==> config.mk <==
export PLATFORM = sky130hd
export DESIGN_NAME = lfs_top
export DESIGN_NICKNAME = d
export VERILOG_FILES = /design/src/lfs_pkg.sv /design/src/lfs_qual.sv /design/src/lfs_sync.sv /design/src/lfs_top.sv
export SDC_FILE = /design/constraint.sdc
export NUM_CORES = 1
export LEC_CHECK = 0
export ABC_AREA = 1
export BUFFER_PORTS_ARGS = -buffer_cell sky130_fd_sc_hd__buf_2
export CELL_PAD_IN_SITES_DETAIL_PLACEMENT = 0
export CELL_PAD_IN_SITES_GLOBAL_PLACEMENT = 1
export CORE_ASPECT_RATIO = 1.2
export CORE_MARGIN = 3
export CORE_UTILIZATION = 34
export CTS_CLUSTER_DIAMETER = 30
export CTS_CLUSTER_SIZE = 30
export DETAILED_ROUTE_END_ITERATION = 8
export GPL_ROUTABILITY_DRIVEN = 0
export GPL_TIMING_DRIVEN = 0
export PLACE_DENSITY = 0.68
export SETUP_SLACK_MARGIN = 0.02
export SLEW_MARGIN = 20
export SYNTH_ARGS = -nofsm -noshare
export SYNTH_HDL_FRONTEND = slang
export SYNTH_SLANG_ARGS = --single-unit
==> constraint.sdc <==
create_clock -name i_mclk -period 1.44 [get_ports i_mclk]
set_input_delay 0.288 -clock i_mclk [delete_from_list [all_inputs] [get_ports i_mclk]]
set_output_delay 0.288 -clock i_mclk [all_outputs]
set_load 0.005 [all_outputs]
==> src/lfs_pkg.sv <==
package lfs_pkg;
  // clock
  localparam int CLK_PERIOD_NS = 10;
  // qualification times
  localparam int QUAL_TIME_US = 1200;
  localparam int SHDN_TIME_MS = 200;
  localparam int QUAL_CYCLES = QUAL_TIME_US * 1000 / CLK_PERIOD_NS;
  localparam int SHDN_CYCLES = SHDN_TIME_MS * 1000000 / CLK_PERIOD_NS;
  localparam int CNT_W = 25;
  // fault source index
  localparam int FLT_SHORT = 0;
  localparam int FLT_OPEN = 1;
  localparam int FLT_OVP = 2;
  localparam int NUM_FLT = 3;
  // power state
  typedef enum logic [1:0] {LFS_RUN, LFS_SHDN} lfs_pwr_t;
endpackage

==> src/lfs_qual.sv <==
`timescale 1ns/10ps
`default_nettype none
// continuous-condition qualification timer
module lfs_qual #(
  parameter int LIMIT = 4
) (
  // clock and reset
  input wire logic i_mclk,
  input wire logic i_rst_n,
  // condition and result
  input wire logic i_cond,
  output logic o_qual
);
  import lfs_pkg::*;
  logic [CNT_W-1:0] cnt_reg;
  logic [CNT_W-1:0] cnt_next;
  localparam logic [CNT_W-1:0] LIM = CNT_W'(LIMIT);
  // count while condition holds, restart on break
  assign cnt_next = !i_cond ? '0 : (cnt_reg == LIM) ? cnt_reg : cnt_reg + 1'b1;
  // =====================================
  // counter
  always_ff @(posedge i_mclk or negedge i_rst_n)
  begin
    if (!i_rst_n)
      cnt_reg <= '0;
    else
      cnt_reg <= cnt_next;
  end
  // qualified once held longer than limit
  assign o_qual = i_cond && (cnt_reg == LIM);
  AST_RESTART: assert property (@(posedge i_mclk) disable iff (!i_rst_n)
    !i_cond |=> cnt_reg == '0) else $error("timer not restarted");
endmodule
`default_nettype wire

==> src/lfs_sync.sv <==
`timescale 1ns/10ps
`default_nettype none
// two flip-flop synchroniser
module lfs_sync #(
  parameter int W = 1
) (
  // clock and reset
  input wire logic i_mclk,
  input wire logic i_rst_n,
  // data
  input wire logic [W-1:0] i_d,
  output logic [W-1:0] o_q
);
  logic [W-1:0] meta_reg;
  logic [W-1:0] q_reg;
  // =====================================
  // double flop
  always_ff @(posedge i_mclk or negedge i_rst_n)
  begin
    if (!i_rst_n)
    begin
      meta_reg <= '0;
      q_reg <= '0;
    end
    else
    begin
      meta_reg <= i_d;
      q_reg <= meta_reg;
    end
  end
  assign o_q = q_reg;
endmodule
`default_nettype wire

==> src/lfs_top.sv <==
`timescale 1ns/10ps
`default_nettype none
// led driver fault supervisor
module lfs_top #(
  parameter int QUAL_LIMIT = lfs_pkg::QUAL_CYCLES,
  parameter int SHDN_LIMIT = lfs_pkg::SHDN_CYCLES
) (
  // clock and reset
  input wire logic i_mclk,
  input wire logic i_rst_n,
  // comparator and control inputs, asynchronous
  input wire logic i_pwm_dim_input,
  input wire logic i_short_cmp,
  input wire logic i_open_cmp,
  input wire logic i_ref_above_cmp,
  input wire logic i_ovp_fb_cmp,
  input wire logic i_overvoltage_protect,
  input wire logic i_over_temp,
  input wire logic i_ton_high_req,
  input wire logic i_ton_low_req,
  // gate drivers
  output logic o_high_side_gate,
  output logic o_low_side_gate,
  // open-drain fault pin
  output logic o_fault_out_n_o,
  output logic o_fault_out_n_oe_n,
  // regulator and current monitor
  output logic o_regulated_5v_output_en,
  output logic o_sample_switch_close,
  output logic o_monitor_hold
);
  import lfs_pkg::*;
  localparam int NIN = 9;
  logic [NIN-1:0] raw;
  logic [NIN-1:0] syn;
  logic pwm_dim_input, sh, op, refok, fb, overvoltage_protect, ot, thi, tlo;
  logic [NUM_FLT-1:0] cond;
  logic [NUM_FLT-1:0] qual;
  logic [NUM_FLT-1:0] rep_reg;
  logic [NUM_FLT-1:0] rep_next;
  lfs_pwr_t pwr_reg;
  lfs_pwr_t pwr_next;
  logic shdn_qual;
  logic ovp_block_reg;
  logic ovp_block_next;
  logic gate_ok;
  logic hs_reg;
  logic ls_reg;
  logic flt_reg;
  logic flt_next;
  logic hold_reg;
  logic dim_d_reg;
  logic dim_fall;
  // =====================================
  // input synchronisation
  assign raw = {i_ton_low_req, i_ton_high_req, i_over_temp, i_overvoltage_protect,
                i_ovp_fb_cmp, i_ref_above_cmp, i_open_cmp, i_short_cmp, i_pwm_dim_input};
  lfs_sync #(.W(NIN)) u_sync (
    .i_mclk(i_mclk),
    .i_rst_n(i_rst_n),
    .i_d(raw),
    .o_q(syn)
  );
  assign {tlo, thi, ot, overvoltage_protect, fb, refok, op, sh, pwm_dim_input} = syn;
  // =====================================
  // fault qualification
  assign cond[FLT_SHORT] = sh;
  assign cond[FLT_OPEN] = op && refok;
  assign cond[FLT_OVP] = fb;
  genvar g;
  generate
    for (g = 0; g < NUM_FLT; g++)
    begin : g_qual
      lfs_qual #(.LIMIT(QUAL_LIMIT)) u_qual (
        .i_mclk(i_mclk),
        .i_rst_n(i_rst_n),
        .i_cond(cond[g]),
        .o_qual(qual[g])
      );
      // report starts only while dim high, then holds until condition clears
      assign rep_next[g] = qual[g] && (pwm_dim_input || rep_reg[g]);
    end
  endgenerate
  // =====================================
  // shutdown timer on dim low
  lfs_qual #(.LIMIT(SHDN_LIMIT)) u_shdn (
    .i_mclk(i_mclk),
    .i_rst_n(i_rst_n),
    .i_cond(!pwm_dim_input),
    .o_qual(shdn_qual)
  );
  assign pwr_next = pwm_dim_input ? LFS_RUN : (shdn_qual ? LFS_SHDN : pwr_reg);
  // =====================================
  // overvoltage trip, block register follows the trip one cycle late
  assign ovp_block_next = overvoltage_protect ? 1'b1 : (ovp_block_reg ? overvoltage_protect : 1'b0);
  // drivers allowed only with dim high and no trip
  assign gate_ok = pwm_dim_input && !overvoltage_protect && !ovp_block_reg && !ot && (pwr_reg == LFS_RUN);
  // fault output: reported faults, thermal, shutdown
  assign flt_next = (|rep_next) || ot || (pwr_next == LFS_SHDN);
  assign dim_fall = dim_d_reg && !pwm_dim_input;
  // =====================================
  // state registers
  always_ff @(posedge i_mclk or negedge i_rst_n)
  begin
    if (!i_rst_n)
    begin
      rep_reg <= '0;
      pwr_reg <= LFS_RUN;
      ovp_block_reg <= 1'b0;
      flt_reg <= 1'b0;
      dim_d_reg <= 1'b0;
    end
    else
    begin
      rep_reg <= rep_next;
      pwr_reg <= pwr_next;
      ovp_block_reg <= ovp_block_next;
      flt_reg <= flt_next;
      dim_d_reg <= pwm_dim_input;
    end
  end
  // =====================================
  // gate drive, non-overlapping
  always_ff @(posedge i_mclk or negedge i_rst_n)
  begin
    if (!i_rst_n)
    begin
      hs_reg <= 1'b0;
      ls_reg <= 1'b0;
    end
    else
    begin
      hs_reg <= gate_ok && thi && !tlo && !ls_reg;
      ls_reg <= gate_ok && tlo && !thi && !hs_reg;
    end
  end
  // =====================================
  // current monitor hold on dim fall
  always_ff @(posedge i_mclk or negedge i_rst_n)
  begin
    if (!i_rst_n)
      hold_reg <= 1'b0;
    else if (dim_fall)
      hold_reg <= 1'b1;
    else if (pwm_dim_input)
      hold_reg <= 1'b0;
  end
  // =====================================
  // outputs
  assign o_high_side_gate = hs_reg;
  assign o_low_side_gate = ls_reg;
  assign o_sample_switch_close = ls_reg && !hold_reg && !dim_fall;
  assign o_monitor_hold = hold_reg;
  assign o_fault_out_n_o = 1'b0;
  assign o_fault_out_n_oe_n = !flt_reg;
  assign o_regulated_5v_output_en = (pwr_reg == LFS_RUN);
  // =====================================
  // checks
  AST_OVP_GATES: assert property (@(posedge i_mclk) disable iff (!i_rst_n)
    overvoltage_protect |=> !o_high_side_gate && !o_low_side_gate) else $error("gates on during ovp");
  AST_HYST: assert property (@(posedge i_mclk) disable iff (!i_rst_n)
    ovp_block_reg && overvoltage_protect |=> !o_high_side_gate) else $error("released before hysteresis");
  AST_OT_GATES: assert property (@(posedge i_mclk) disable iff (!i_rst_n)
    ot |=> !o_high_side_gate && !o_low_side_gate) else $error("gates on while hot");
  AST_OT_FLT: assert property (@(posedge i_mclk) disable iff (!i_rst_n)
    ot |=> !o_fault_out_n_oe_n) else $error("thermal fault missing");
  AST_DIM_GATES: assert property (@(posedge i_mclk) disable iff (!i_rst_n)
    !pwm_dim_input |=> !o_high_side_gate && !o_low_side_gate) else $error("gates on with dim low");
  AST_SHDN_FLT: assert property (@(posedge i_mclk) disable iff (!i_rst_n)
    pwr_reg == LFS_SHDN |-> !o_fault_out_n_oe_n && !o_regulated_5v_output_en)
    else $error("shutdown outputs wrong");
  AST_REPORT_DIM: assert property (@(posedge i_mclk) disable iff (!i_rst_n)
    $rose(rep_reg[FLT_SHORT]) |-> $past(pwm_dim_input)) else $error("short reported dim low");
  AST_HOLD: assert property (@(posedge i_mclk) disable iff (!i_rst_n)
    rep_reg[FLT_OVP] && qual[FLT_OVP] |=> rep_reg[FLT_OVP]) else $error("ovp report dropped");
  AST_OPEN_REF: assert property (@(posedge i_mclk) disable iff (!i_rst_n)
    !refok |=> !qual[FLT_OPEN]) else $error("open qualified low ref");
  AST_SAMPLE: assert property (@(posedge i_mclk) disable iff (!i_rst_n)
    !o_low_side_gate |-> !o_sample_switch_close) else $error("sample with gate low");
  AST_FLT_OD: assert property (@(posedge i_mclk) disable iff (!i_rst_n)
    !o_fault_out_n_o) else $error("fault pin drives high");
  // =====================================
  // per fault report checks
  genvar h;
  generate
    for (h = 0; h < NUM_FLT; h++)
    begin : g_chk
      // a report needs a qualified fault behind it
      AST_REP_NEEDS_QUAL: assert property (@(posedge i_mclk) disable iff (!i_rst_n)
        rep_reg[h]
        |-> $past(qual[h]))
        else $error("report without qualified fault");

      // a report only starts with dim high
      AST_REP_START_DIM: assert property (@(posedge i_mclk) disable iff (!i_rst_n)
        $rose(rep_reg[h])
        |-> $past(pwm_dim_input))
        else $error("report started with dim low");

      // report drops once the condition is gone
      AST_REP_DROP: assert property (@(posedge i_mclk) disable iff (!i_rst_n)
        !qual[h]
        |=> !rep_reg[h])
        else $error("report outlived its fault");

      // report stays while the fault stays
      AST_REP_KEEP: assert property (@(posedge i_mclk) disable iff (!i_rst_n)
        rep_reg[h] && qual[h]
        |=> rep_reg[h])
        else $error("report dropped early");

      // qualified fault with dim high is reported
      AST_REP_RAISE: assert property (@(posedge i_mclk) disable iff (!i_rst_n)
        qual[h] && pwm_dim_input
        |=> rep_reg[h])
        else $error("qualified fault not reported");

      // every report pulls the pin low
      AST_REP_FLT: assert property (@(posedge i_mclk) disable iff (!i_rst_n)
        rep_reg[h]
        |-> !o_fault_out_n_oe_n)
        else $error("report not on fault pin");

      // no qualification without the condition
      AST_COND_QUAL: assert property (@(posedge i_mclk) disable iff (!i_rst_n)
        !cond[h]
        |-> !qual[h])
        else $error("qualified without condition");
    end
  endgenerate
  // =====================================
  // gate, power, fault pin, monitor and open reference checks
  // never both gates on
  AST_NO_OVERLAP: assert property (@(posedge i_mclk) disable iff (!i_rst_n)
    !(o_high_side_gate && o_low_side_gate))
    else $error("both gates on");

  // high gate only on a high request
  AST_HS_NEEDS_REQ: assert property (@(posedge i_mclk) disable iff (!i_rst_n)
    o_high_side_gate
    |-> $past(thi))
    else $error("high gate without request");

  // low gate only on a low request
  AST_LS_NEEDS_REQ: assert property (@(posedge i_mclk) disable iff (!i_rst_n)
    o_low_side_gate
    |-> $past(tlo))
    else $error("low gate without request");

  // allowed high request turns the high gate on
  AST_HS_ON: assert property (@(posedge i_mclk) disable iff (!i_rst_n)
    gate_ok && thi && !tlo && !ls_reg
    |=> o_high_side_gate)
    else $error("high gate missing");

  // allowed low request turns the low gate on
  AST_LS_ON: assert property (@(posedge i_mclk) disable iff (!i_rst_n)
    gate_ok && tlo && !thi && !hs_reg
    |=> o_low_side_gate)
    else $error("low gate missing");

  // any gate on needs switching allowed
  AST_GATE_NEEDS_OK: assert property (@(posedge i_mclk) disable iff (!i_rst_n)
    o_high_side_gate || o_low_side_gate
    |-> $past(gate_ok))
    else $error("gate on while blocked");

  // shutdown keeps both gates off
  AST_SHDN_GATES: assert property (@(posedge i_mclk) disable iff (!i_rst_n)
    pwr_reg == LFS_SHDN
    |=> !o_high_side_gate && !o_low_side_gate)
    else $error("gates on in shutdown");

  // trip still held blocks the high gate
  AST_BLOCK_GATES: assert property (@(posedge i_mclk) disable iff (!i_rst_n)
    ovp_block_reg
    |=> !o_high_side_gate)
    else $error("resumed during trip");

  // dim high keeps the regulator on
  AST_REG_ON: assert property (@(posedge i_mclk) disable iff (!i_rst_n)
    pwm_dim_input
    |=> o_regulated_5v_output_en)
    else $error("regulator off with dim high");

  // long dim low enters shutdown
  AST_SHDN_ENTRY: assert property (@(posedge i_mclk) disable iff (!i_rst_n)
    !pwm_dim_input && shdn_qual
    |=> pwr_reg == LFS_SHDN)
    else $error("shutdown not entered");

  // no shutdown before the timer expires
  AST_SHDN_EARLY: assert property (@(posedge i_mclk) disable iff (!i_rst_n)
    !shdn_qual && pwr_reg == LFS_RUN
    |=> pwr_reg == LFS_RUN)
    else $error("shutdown too early");

  // dim high leaves shutdown
  AST_SHDN_EXIT: assert property (@(posedge i_mclk) disable iff (!i_rst_n)
    pwr_reg == LFS_SHDN && pwm_dim_input
    |=> pwr_reg == LFS_RUN)
    else $error("shutdown not left");

  // pin released when no cause stands
  AST_FLT_QUIET: assert property (@(posedge i_mclk) disable iff (!i_rst_n)
    !flt_next
    |=> o_fault_out_n_oe_n)
    else $error("fault pin low without cause");

  // pin low only with a cause
  AST_FLT_CAUSE: assert property (@(posedge i_mclk) disable iff (!i_rst_n)
    !o_fault_out_n_oe_n
    |-> $past(flt_next))
    else $error("fault pin low unexplained");

  // dim fall starts the monitor hold
  AST_MON_HOLD: assert property (@(posedge i_mclk) disable iff (!i_rst_n)
    dim_fall
    |=> o_monitor_hold)
    else $error("monitor hold missing");

  // holding keeps the sample switch open
  AST_HOLD_SAMPLE: assert property (@(posedge i_mclk) disable iff (!i_rst_n)
    o_monitor_hold
    |-> !o_sample_switch_close)
    else $error("sampling while holding");

  // dim high ends the hold
  AST_HOLD_RELEASE: assert property (@(posedge i_mclk) disable iff (!i_rst_n)
    pwm_dim_input
    |=> !o_monitor_hold)
    else $error("hold kept with dim high");

  // low gate samples when not holding
  AST_SAMPLE_ON: assert property (@(posedge i_mclk) disable iff (!i_rst_n)
    o_low_side_gate && !o_monitor_hold && !dim_fall
    |-> o_sample_switch_close)
    else $error("sample switch not closed");

  // open fault needs the reference above limit
  AST_OPEN_QUAL_REF: assert property (@(posedge i_mclk) disable iff (!i_rst_n)
    qual[FLT_OPEN]
    |-> refok)
    else $error("open qualified without reference");
endmodule
`default_nettype wire

==> results of run 1 <==
[power groups by stage]
stage	registers [mW]	clock network [mW]	logic [mW]
floorplan	3.84	0	0.278
CTS	3.80	4.18	0.738
global route	3.82	4.32	0.959
finish	3.81	4.09	0.854
global placement	3.87	0	0.464
detailed placement	3.86	0	0.477
[final timing paths]
path | start | end | slack [ps] | cells past startpoint
min in group asynchronous | i_rst_n | g_qual[2].u_qual.cnt_reg[13] | 350 | 2
min | u_sync.meta_reg[4] | u_sync.o_q[4] | 340 | 0
max reg2reg | g_qual[0].u_qual.cnt_reg[1] | g_qual[0].u_qual.cnt_reg[24] | -100 | 11
max in group asynchronous | i_rst_n | g_qual[1].u_qual.cnt_reg[10] | 300 | 3
min reg2reg | u_sync.meta_reg[4] | u_sync.o_q[4] | 340 | 0
max | u_sync.o_q[0] | o_sample_switch_close | -260 | 5
[logic make-up after synthesis]
logic type | share of synthesized area (%)
fa+ha+maj | 1.455
xor+xnor | 3.055
simple gates | 34.20
flops | 46.91
compound gates | 6.818
other cells | 0.05449
buf+inv | 7.509
[cells in the final DEF, fill, tap and decap left out, drive strengths merged]
master,netlist,final
nand2,195,195
nor2,190,190
dfrtp,129,129
inv,124,124
buf,4,99
nand3,65,65
a21oi,47,47
o21ai,40,40
nor3,38,38
nand4,29,29
clkbuf,6,29
xor2,18,18
dlygate4sd3,0,10
ha,8,8
xnor2,6,6
clkinv,2,6
a31oi,3,3
nor4,3,3
o21a,1,1
nand3b,1,1
a211oi,1,1
conb,1,1
bufinv,0,1
clkinvlp,0,1
[through the flow]
step / utilization, % / setup TNS, ps / cell area [sq um]
after detailed placement: 37.33 / -7250 / 7351
after floorplan: - / 0 / 6907
after global placement: 37.14 / -243940 / 7313
after CTS: 44.52 / -935.1 / 8765
after global routing: 48.89 / -4322 / 9625
final: 48.89 / -821.2 / 9625
[layout make-up]
type / count / share of cell area [%]
multi-input cells: 646 / 41.64
clock inverters: 6 / 0.5979
plain buffers: 10 / 0.7929
clock buffers: 23 / 5.070
inverters: 126 / 5.486
well taps: 261 / 3.393
flip-flops and latches: 129 / 33.89
repair buffers: 105 / 9.138
[worst register-to-register path: cells and delay by family (launching register included)]
family / cells / cell delay (ps)
simple gates: 5 / 400
flops: 1 / 380
xor+xnor: 1 / 150
buf+inv: 4 / 360
fa+ha+maj: 1 / 140
[what timing repair did]
item | in CTS | in global routing
buffers inserted | 42 | 36
gates cloned | 0 | 0
setup endpoints to repair | 67 | 83
gates resized for setup | 126 | 189
hold buffers | 10 | 0
pin swaps | 38 | 75
hold endpoints to repair | 52 | 0
[routing by layer]
metal  track usage [%]  vias up  share of wire (%)
met3             2.695       22                2.5
li1                  -     3162                  -
met5                 0        -                  0
met2             30.39       78                 52
met1             21.54     2944                 44
met4             5.775        0                1.7
==> summary.md, run 1 <==
| Metric | Value |
|---|---|
| Post-synthesis sequential area ratio | `46.91%` |
| Post-synth EDFFs | `0` |
| Commonest cells in the netlist | `nand2_1, nor2_1, dfrtp_1` |
| CTS Root Cell | `clkbuf_16` |
| Top post-synthesis cells by area | `dfrtp_1, nand2_1, nor2_1` |
| Type of origin of the critical path | `register` |
| N_diodes | `0` |
| Max FFs per register | `75` |
| Post-route DRC | `0` |
| Net Sw Frac | `24.51%` |
| P_leak | `4.338 nW` |
| Final setup skew | `8.478 ps` |
| Slew Viols, Final | `0` |
| Clock Path Buffers | `2` |
| Die height | `161.8 microns` |
| PortBufs | `16` |
| TritonCTS buffer count | `17` |
| Maxcap violations | `0` |
| First-pass GRT wire length | `30200 microns` |
| Syn Area/Cell | `7.554 sq um` |
| # rows | `56` |
| Yosys reg bits | `129` |
| Final nets | `1054` |
| Max VDD drop | `841.7 uV` |
| Combinational Power Share | `9.8%` |
| # IOs | `18` |
| Psw | `2.147 mW` |
| Area Growth Syn to Fin | `39.87%` |
| CTS tree | `done` |
| Largest net degree at the start of global routing | `87` |
| Worst-Skew Late Latency | `420 ps` |
| Clock sink count | `129` |
| Max incr delay on CP | `380 ps` |
| Pwr dens | `910.0 nW/um^2` |
| Worst path slowest cell | `dfrtp_1` |
| Final worst slack | `-262.8 ps` |
| Top_reg_cell synth | `dfrtp_1` |
| Die X | `135.9 microns` |
| Power consumption | `8.759 mW` |
| Netlist cell types | `33` |
| CP arrival | `1410 ps` |
| DR WL/cell | `14.18 microns` |
| Min Hold Slack | `344.6 ps` |
| Fin crit share | `118.3%` |
| Yosys top cell by area | `dfrtp_1` |
| Mapped Nets | `930` |
| Run status | `finished with violations` |
| Top cell family by delay on the critical path | `buffers and inverters` |
| Gr usage total | `17.27%` |
| Fmax | `587.3 MHz` |
| Full die area | `21990 sq um` |
| Crit path max fanout | `2` |
| Setup CP Type | `register to output port` |
| Drt pass-1 iters | `5` |
| Flop pwr share | `43.5%` |
| Vias in the first global route | `6161` |
| Cell chain of the critical path | `buf_6 -> clkinv_8 -> clkbuf_16 -> a211oi_2 -> buf_2` |
| Ys Warns | `0` |
| Hold violation total from the final report | `0` |
| Share of post-route cells with drive strength above 1 | `34.35%` |
| Routed WL | `18520 microns` |
| Final std cells w/o fill | `1306` |
| CP Data Required Time | `1150 ps` |
| Synth Cell Area | `6882 sq um` |
| Area of the multi-input gates | `4008 sq um` |
| Post-route ant nets | `0` |
| Register area | `3262 sq um` |
| Core area | `19690 sq um` |
| HPWL Detailed | `12150 microns` |
| Initial antenna violation count | `0` |
| H-tree depth | `4` |
| DP Cell Count | `1189` |
| Worst-path clk slew | `60 ps` |
| Final setup violation count | `17` |
| RSZ-0062 raised after global routing | `true` |
| Fillers | `1880` |
| Vias | `6206` |
| Failing checks | `setup timing` |
| Pre-CTS setup slack | `-547.1 ps` |
| Crit path capture type | `output port` |
| Cell count after synthesis | `911` |
| Grt total ovfl | `0` |
| Hold Crit Class | `register to register` |
| DRT iter0 DRCs | `240` |
| Post-synth top area share | `46.91%` |
| Int Pwr | `6.613 mW` |
| DR vias/cell | `4.752` |
| Buf/Inv on CP | `4` |
| Initial Util | `34.95%` |
| Count leader, synth | `nand2_1` |
| Clock period minus worst slack | `1703 ps` |
| Async set or reset register ratio after synthesis | `100.0%` |
| Clock Power Share | `46.7%` |
(Power assumes the default switching activity.)
==> run 2, diff against run 1 <==
- ABC_AREA: 1 -> default
- PLACE_DENSITY: 0.68 -> 0.66
==> run 2 against run 1 <==
  * The run still ends with setup timing left
  * Largest power group unchanged
  * Die area fell by 7.0%
  * Hold slack improved by 1.2 ps
  * Non-clock buffer count rose by 22
  * Synthesized cell count fell by 29%
  * Fmax fell by 13%
==> summary.md, run 2 <==
| Metric | Value |
|---|---|
| Post-synthesis sequential area ratio | `50.59% (was 46.91%)` |
| Worst Hold Launch | `u_sync.meta_reg[5] (was u_sync.meta_reg[4])` |
| Grt total ovfl | `0 (unchanged)` |
| Netlist cell types | `56 (was 33)` |
| Ys Warns | `0 (unchanged)` |
| R2R Path Start | `g_qual[0].u_qual.cnt_reg[0] (was g_qual[0].u_qual.cnt_reg[1])` |
| CP arrival | `2250 ps (was 1410 ps)` |
| Type of origin of the critical path | `register (unchanged)` |
| Setup CP Type | `register to register (was register to output port)` |
| Commonest non-fill, non-tap cell in the layout | `dfrtp_1 (was nand2_1)` |
| H-tree depth | `4 (unchanged)` |
| Maxcap violations | `0 (unchanged)` |
| Top_reg_cell synth | `dfrtp_1 (unchanged)` |
| Hold violation total from the final report | `0 (unchanged)` |
| Initial antenna violation count | `0 (unchanged)` |
| Power consumption | `8.376 mW (was 8.759 mW)` |
| Yosys top cell by area | `dfrtp_1 (unchanged)` |
| TritonCTS buffer count | `17 (unchanged)` |
| Initial Util | `34.85% (was 34.95%)` |
| Buf/Inv on CP | `2 (was 4)` |
| PortBufs | `16 (unchanged)` |
| CTS Root Cell | `clkbuf_16 (unchanged)` |
| N_diodes | `0 (unchanged)` |
| Clock Path Buffers | `2 (unchanged)` |
| Syn Area/Cell | `9.817 sq um (was 7.554 sq um)` |
| Top cell family by delay on the critical path | `simple AND/OR/NAND/NOR gates (was buffers and inverters)` |
| Core area | `18310 sq um (was 19690 sq um)` |
| Crit path capture type | `register (was output port)` |
| Setup Total Neg Slack | `-16880 ps (was -821.2 ps)` |
| DR WL/cell | `16.42 microns (was 14.18 microns)` |
| Cell chain of the critical path | `ha_2 -> and4_4 -> or4b_4 -> buf_4 -> buf_2 -> o21ai_1 -> a221oi_2 (was buf_6 -> clkinv_8 -> clkbuf_16 -> a211oi_2 -> buf_2)` |
| Post-route ant nets | `0 (unchanged)` |
| Flop-to-flop setup slack | `-520 ps (was -100 ps)` |
| # IOs | `18 (unchanged)` |
| Post-synth top area share | `50.59% (was 46.91%)` |
| Share of post-route cells with drive strength above 1 | `41.31% (was 34.35%)` |
| Slew Viols, Final | `0 (unchanged)` |
| Post-synth EDFFs | `0 (unchanged)` |
| Max incr delay on CP | `480 ps (was 380 ps)` |
| Failing checks | `setup timing (unchanged)` |
| Hold Crit Class | `register to register (unchanged)` |
| Drt pass-1 iters | `4 (was 5)` |
| Fmax | `509.7 MHz (was 587.3 MHz)` |
| Worst-path clk slew | `60 ps (about the same)` |
| # rows | `54 (was 56)` |
| Max VDD drop | `690.2 uV (was 841.7 uV)` |
| Mapped Nets | `669 (was 930)` |
| Die height | `156.1 microns (was 161.8 microns)` |
| Vias | `5503 (was 6206)` |
| Synth Cell Area | `6381 sq um (was 6882 sq um)` |
| Vias in the first global route | `5509 (was 6161)` |
| Most frequent cells in the layout | `dfrtp_1, buf_4, nor2_1 (was nand2_1, nor2_1, dfrtp_1)` |
| Critical path origin | `g_qual[0].u_qual.cnt_reg[0] (was u_sync.o_q[0])` |
| Routed WL | `17170 microns (was 18520 microns)` |
| Post-route DRC | `0 (unchanged)` |
| Largest net degree at the start of global routing | `71 (was 87)` |
| Die X | `131.1 microns (was 135.9 microns)` |
| Area Growth Syn to Fin | `43.96% (was 39.87%)` |
| RSZ-0062 raised after global routing | `true (unchanged)` |
| Final nets | `800 (was 1054)` |
| Clock sink count | `129 (unchanged)` |
| HPWL Detailed | `10030 microns (was 12150 microns)` |
| Rel. slew slack | `55.30%` |
| Run status | `finished with violations (unchanged)` |
| Worst-Skew Late Latency | `420 ps (about the same)` |
| Full die area | `20450 sq um (was 21990 sq um)` |
| Max FFs per register | `75 (unchanged)` |
| Cell count after synthesis | `650 (was 911)` |
| DRT iter0 DRCs | `243 (was 240)` |
| DP Cell Count | `919 (was 1189)` |
| CP Data Required Time | `1730 ps (was 1150 ps)` |
| Yosys reg bits | `129 (unchanged)` |
| Worst-Margin Slew | `670.5 ps` |
| Top post-synthesis cells by area | `dfrtp_1, xor2_1, a21oi_1 (was dfrtp_1, nand2_1, nor2_1)` |
| Worst path slowest cell | `or4b_4 (was dfrtp_1)` |
| First-pass GRT wire length | `27440 microns (was 30200 microns)` |
| Pwr dens | `911.8 nW/um^2 (was 910.0 nW/um^2)` |
| Fin crit share | `136.2% (was 118.3%)` |
| Async set or reset register ratio after synthesis | `100.0% (unchanged)` |
| Final setup violation count | `71 (was 17)` |
| Count leader, synth | `dfrtp_1 (was nand2_1)` |
| Crit path max fanout | `4 (was 2)` |
| P_leak | `3.716 nW (was 4.338 nW)` |
| Clock period minus worst slack | `1962 ps (was 1703 ps)` |
| Gr usage total | `16.68% (was 17.27%)` |
| Final setup skew | `6.456 ps (was 8.478 ps)` |
| Commonest cells in the netlist | `dfrtp_1, nor2_1, a21oi_1 (was nand2_1, nor2_1, dfrtp_1)` |
| Final worst slack | `-521.9 ps (was -262.8 ps)` |
| Final std cells w/o fill | `1046 (was 1306)` |
| DR vias/cell | `5.261 (was 4.752)` |
| CTS tree | `done (unchanged)` |
run 2: cell types whose count changed after synthesis, sizes merged, moves of 14 or more:
cell	previous run	this run
inv	124	20
nor3	38	12
nand2	195	40
or3	0	27
and4	0	21
xor2	18	32
or4	0	16
o31ai	0	14
nand3	65	42
nor2	190	51
run 2: worst register-to-register path, delay by kind of cell (launching register included):
kind                     cells  cell delay (ps)
AO/OA/AOI/OAI                2              260
adder cells (fa/ha/maj)      1              210
buffers and inverters        2              290
flip-flops                   1              390
AND/OR/NAND/NOR              2              680
run 2: cell families (layout without fill, tap and decap cells):
| group | count (synthesis) | after routing | share of synthesized area (%) |
|---|---|---|---|
| xor+xnor | 43 | 43 | 5.902 |
| other cells | 1 | 1 | 0.05877 |
| flops | 129 | 129 | 50.59 |
| compound gates | 108 | 108 | 9.784 |
| fa+ha+maj | 8 | 8 | 1.569 |
| simple gates | 307 | 307 | 27.75 |
| buf+inv | 45 | 189 | 2.882 |
| mux | 9 | 9 | 1.471 |
run 2: what timing repair did:
action                                  4_1_cts  5_1_grt
hold endpoints to repair                     68        0
pin swaps                                    52       46
hold buffers                                 10        0
gates cloned                                  2        0
resized for setup                           104      136
endpoints found under the setup margin       85       94
setup buffers                                60       31
run 2: worst paths after layout:
kind	end	cells past startpoint
hold / removal	u_sync.o_q[5]	0
setup / recovery	g_qual[0].u_qual.cnt_reg[24]	7
setup reg to reg	g_qual[0].u_qual.cnt_reg[24]	7
hold reg to reg	u_sync.o_q[5]	0
min in group asynchronous	g_qual[1].u_qual.cnt_reg[13]	2
max in group asynchronous	g_qual[0].u_qual.cnt_reg[5]	3
run 2: metrics by stage:
step | hold slack (ps) | setup slack, ps | utilization, % | instance area, sq um
CTS | 347.3 | -497.8 | 46.34 | 8486
floorplan | -7.591 | -500.8 | - | 6576
finish | 345.9 | -521.9 | 50.17 | 9186
global placement | 333.2 | -1707 | 38.08 | 6972
detailed placement | 260.9 | -648.2 | 38.28 | 7009
global route | 355.2 | -576.4 | 50.17 | 9186
run 2: cell type report:
cell class,instances,area (sq um)
multi-input cells,476,3762
clock inverters,7,50.05
flip-flops and latches,129,3263
fillers,1641,9124
clock buffers,25,515.5
well taps,252,315.3
plain buffers,20,172.7
inverters,20,80.08
repair buffers,117,1027
run 2: per-layer routing:
layer	wire, microns	GRT usage [%]	vias to the layer above
met1	7479	20.71	2745
met4	352	6.222	0
met3	421	3.151	31
li1	-	-	2649
met5	0	0	-
met2	8921	28.61	78
run 2: where the power goes:
group	switching, mW	internal, mW
sequential	0.0545	3.68
combinational	0.293	0.247
clock	1.62	2.47
==> run 3, diff against run 2 <==
- SYNTH_HIERARCHICAL: default -> 1
==> run 3 against run 2 <==
  * The flow still finishes with violations (setup timing)
  * First-iteration DRC count rose by 22%
  * Critical path depth did not move
  * Via count rose by 6.2%
  * Area after synthesis rose by 0.71%
  * Power rose by 5.5%
  * Cell count rose by 4.0%
  * Die area rose by 0.68%
  * Combinational power rose by 2%
  * Clock skew barely moved
  * Sequential share of layout area fell by 3.0 points
  * Global-route usage rose by 0.36 points
  * Critical endpoint is now g_qual[0].u_qual/cnt_reg[22]
  * Largest cell class unchanged
==> summary.md, run 3 <==
| Metric | Value |
|---|---|
| Post-route DRC | `0 (unchanged)` |
| CTS tree | `done (unchanged)` |
| Uppermost layer routed | `met4 (unchanged)` |
| Crit path max fanout | `7 (was 4)` |
| Vias in the first global route | `5806 (was 5509)` |
| Yosys reg bits | `129 (unchanged)` |
| TritonCTS buffer count | `17 (unchanged)` |
| Clock period minus worst slack | `1952 ps (was 1962 ps)` |
| Type of origin of the critical path | `register (unchanged)` |
| Hold Crit Class | `register to register (unchanged)` |
| Pwr dens | `881.6 nW/um^2 (was 911.8 nW/um^2)` |
| Largest net degree at the start of global routing | `68 (was 71)` |
| Post-synth top area share | `50.23% (was 50.59%)` |
| Initial antenna violation count | `0 (unchanged)` |
| Mapped Nets | `666 (was 669)` |
| Final setup violation count | `68 (was 71)` |
| Die X | `131.5 microns (was 131.1 microns)` |
| R2R Path Start | `g_qual[0].u_qual/cnt_reg[0] (was g_qual[0].u_qual.cnt_reg[0])` |
| Core area | `18380 sq um (was 18310 sq um)` |
| CTS Root Cell | `clkbuf_16 (unchanged)` |
| Failing checks | `setup timing (unchanged)` |
| DR WL/cell | `16.77 microns (was 16.42 microns)` |
| Final nets | `842 (was 800)` |
| Fillers | `1525 (was 1641)` |
| Top post-synthesis cells by area | `dfrtp_1, or4_1, a21oi_1 (was dfrtp_1, xor2_1, a21oi_1)` |
| Full die area | `20590 sq um (was 20450 sq um)` |
| Worst-path clk slew | `50 ps (was 60 ps)` |
| Initial Util | `34.97% (was 34.85%)` |
| Worst Hold Launch | `u_sync/meta_reg[4] (was u_sync.meta_reg[5])` |
| DR vias/cell | `5.373 (was 5.261)` |
| Max VDD drop | `896.2 uV (was 690.2 uV)` |
| First-pass GRT wire length | `29040 microns (was 27440 microns)` |
| Slew Viols, Final | `0 (unchanged)` |
| Crit path capture type | `register (unchanged)` |
| Cell count after synthesis | `647 (was 650)` |
| Final setup skew | `6.822 ps (was 6.456 ps)` |
| Run status | `finished with violations (unchanged)` |
| CP arrival | `2290 ps (was 2250 ps)` |
| Die height | `156.6 microns (was 156.1 microns)` |
| H-tree depth | `4 (unchanged)` |
| Clock sink count | `129 (unchanged)` |
| Netlist cell types | `50 (was 56)` |
| Met3 WL | `434 microns (was 421 microns)` |
| Commonest cells in the netlist | `dfrtp_1, nand2_1, nor2_1 (was dfrtp_1, nor2_1, a21oi_1)` |
| Grt total ovfl | `0 (unchanged)` |
| Drt pass-1 iters | `5 (was 4)` |
| Worst-Skew Late Latency | `420 ps (about the same)` |
| Gr usage total | `17.05% (was 16.68%)` |
| Critical path origin | `g_qual[0].u_qual/cnt_reg[0] (was g_qual[0].u_qual.cnt_reg[0])` |
| Power consumption | `8.839 mW (was 8.376 mW)` |
| Vias | `5846 (was 5503)` |
| Synth Cell Area | `6426 sq um (was 6381 sq um)` |
| RSZ-0062 raised after global routing | `true (unchanged)` |
| Async set or reset register ratio after synthesis | `100.0% (unchanged)` |
| Yosys top cell by area | `dfrtp_1 (unchanged)` |
| Post-synthesis sequential area ratio | `50.23% (was 50.59%)` |
| Routed WL | `18250 microns (was 17170 microns)` |
| P_leak | `4.148 nW (was 3.716 nW)` |
| Met2 wire length | `9139 microns (was 8921 microns)` |
| Hold violation total from the final report | `0 (unchanged)` |
| Rel. slew slack | `51.45% (was 55.30%)` |
| Max FFs per register | `75 (unchanged)` |
| CP Data Required Time | `1780 ps (was 1730 ps)` |
| Setup CP Type | `register to register (unchanged)` |
| Clock Path Buffers | `2 (unchanged)` |
| DRT iter0 DRCs | `296 (was 243)` |
| DRT met1 WL | `8300 microns (was 7479 microns)` |
| Area Growth Syn to Fin | `56.02% (was 43.96%)` |
| Ys Warns | `6 (was 0)` |
| N_diodes | `0 (unchanged)` |
| # IOs | `18 (unchanged)` |
| Setup Total Neg Slack | `-20210 ps (was -16880 ps)` |
| Count leader, synth | `dfrtp_1 (unchanged)` |
| # rows | `54 (unchanged)` |
| Post-route ant nets | `0 (unchanged)` |
| Fin crit share | `135.5% (was 136.2%)` |
| Top_reg_cell synth | `dfrtp_1 (unchanged)` |
| Maxcap violations | `0 (unchanged)` |
| HPWL Detailed | `9806 microns (was 10030 microns)` |
| Share of post-route cells with drive strength above 1 | `49.16% (was 41.31%)` |
| Final worst slack | `-511.7 ps (was -521.9 ps)` |
| Commonest non-fill, non-tap cell in the layout | `dfrtp_1 (unchanged)` |
| Most frequent cells in the layout | `dfrtp_1, buf_4, nor2_1 (unchanged)` |
| Post-synth EDFFs | `0 (unchanged)` |
| Syn Area/Cell | `9.932 sq um (was 9.817 sq um)` |
| Fmax | `512.4 MHz (was 509.7 MHz)` |
| Worst-Margin Slew | `728.3 ps (was 670.5 ps)` |
| PortBufs | `16 (unchanged)` |
-- run 3: cell types whose count changed in the layout (fill, tap and decap cells not counted), moves of 7 or more --
cell and change:
a21oi_1 -8, and2_1 -7, buf_4 +44, nand4_1 -10, o21a_1 +7, o21ai_0 -10
or3_1 -8, or4_4 +13, xnor2_1 +11, xor2_1 -12
-- run 3: per-layer routing --
layer / GRT usage (%) / up-vias
met3: 3.376 / 35
li1: - / 2753
met2: 29.00 / 88
met4: 6.853 / 0
met5: 0 / -
met1: 21.47 / 2970
-- run 3: worst paths after layout --
| check | to | slack [ps] | cells after the start |
|---|---|---|---|
| setup / recovery | g_qual[0].u_qual/cnt_reg[22] | -510 | 7 |
| hold / removal | u_sync/o_q[4] | 350 | 0 |
| setup reg to reg | g_qual[0].u_qual/cnt_reg[22] | -510 | 7 |
| hold reg to reg | u_sync/o_q[4] | 350 | 0 |
| max in group asynchronous | u_shdn/cnt_reg[6] | 310 | 3 |
| min in group asynchronous | g_qual[0].u_qual/cnt_reg[13] | 400 | 2 |
-- run 3: final cells by class --
class,count,area (sq um),area share [%]
Inverter,27,117.6,1.173
Tap cell,252,315.3,3.145
Clock inverter,9,127.6,1.273
Timing Repair Buffer,160,1388,13.84
Clock buffer,23,498.0,4.967
Multi-Input combinational cell,468,4151,41.41
Buffer,20,165.2,1.647
Sequential cell,129,3263,32.55
-- run 3: power by group --
part	switching, mW	internal [mW]
clock	1.61	2.94
sequential	0.0538	3.68
combinational	0.300	0.249
-- run 3: what timing repair did --
item                                   in CTS  in global routing
gates cloned                                2                  1
endpoints found under the hold margin      71                  0
setup endpoints to repair                  88                 93
buffers inserted                          100                 36
hold buffers                               10                  0
gates resized for setup                   137                150
pin swaps                                  58                 64
-- run 3: cells by family after synthesis --
logic type	synth area share (%)
buffers and inverters	3.368
and+or+nand+nor	27.49
xor gates and xnor gates	5.452
muxes	1.246
other	0.05836
AOI/OAI and AO/OA	10.59
adders and majority gates	1.558
DFF	50.23
-- run 3: stage by stage --
step / utilization, % / area [sq um] / hold slack (ps) / instances / setup slack, ps
4_1_cts: 49.78 / 9148 / 347.8 / 1057 / -467.8
2_1_floorplan: - / 6686 / -7.591 / 647 / -410.4
3_3_place_gp: 38.53 / 7082 / 334.5 / 915 / -1972
6_report: 54.55 / 10030 / 347.0 / 1088 / -511.7
3_5_place_dp: 38.74 / 7119 / 266.6 / 916 / -775.1
5_1_grt: 54.55 / 10030 / 350.9 / 1088 / -546.7
-- run 3: critical path, stage by stage, from the launching register on --
cell,delay (ps)
dfrtp_2,400
buf_6,120
ha_4,150
nand2_4,60
or4_4,450
buf_8,160
or4_4,410
a21oi_2,120
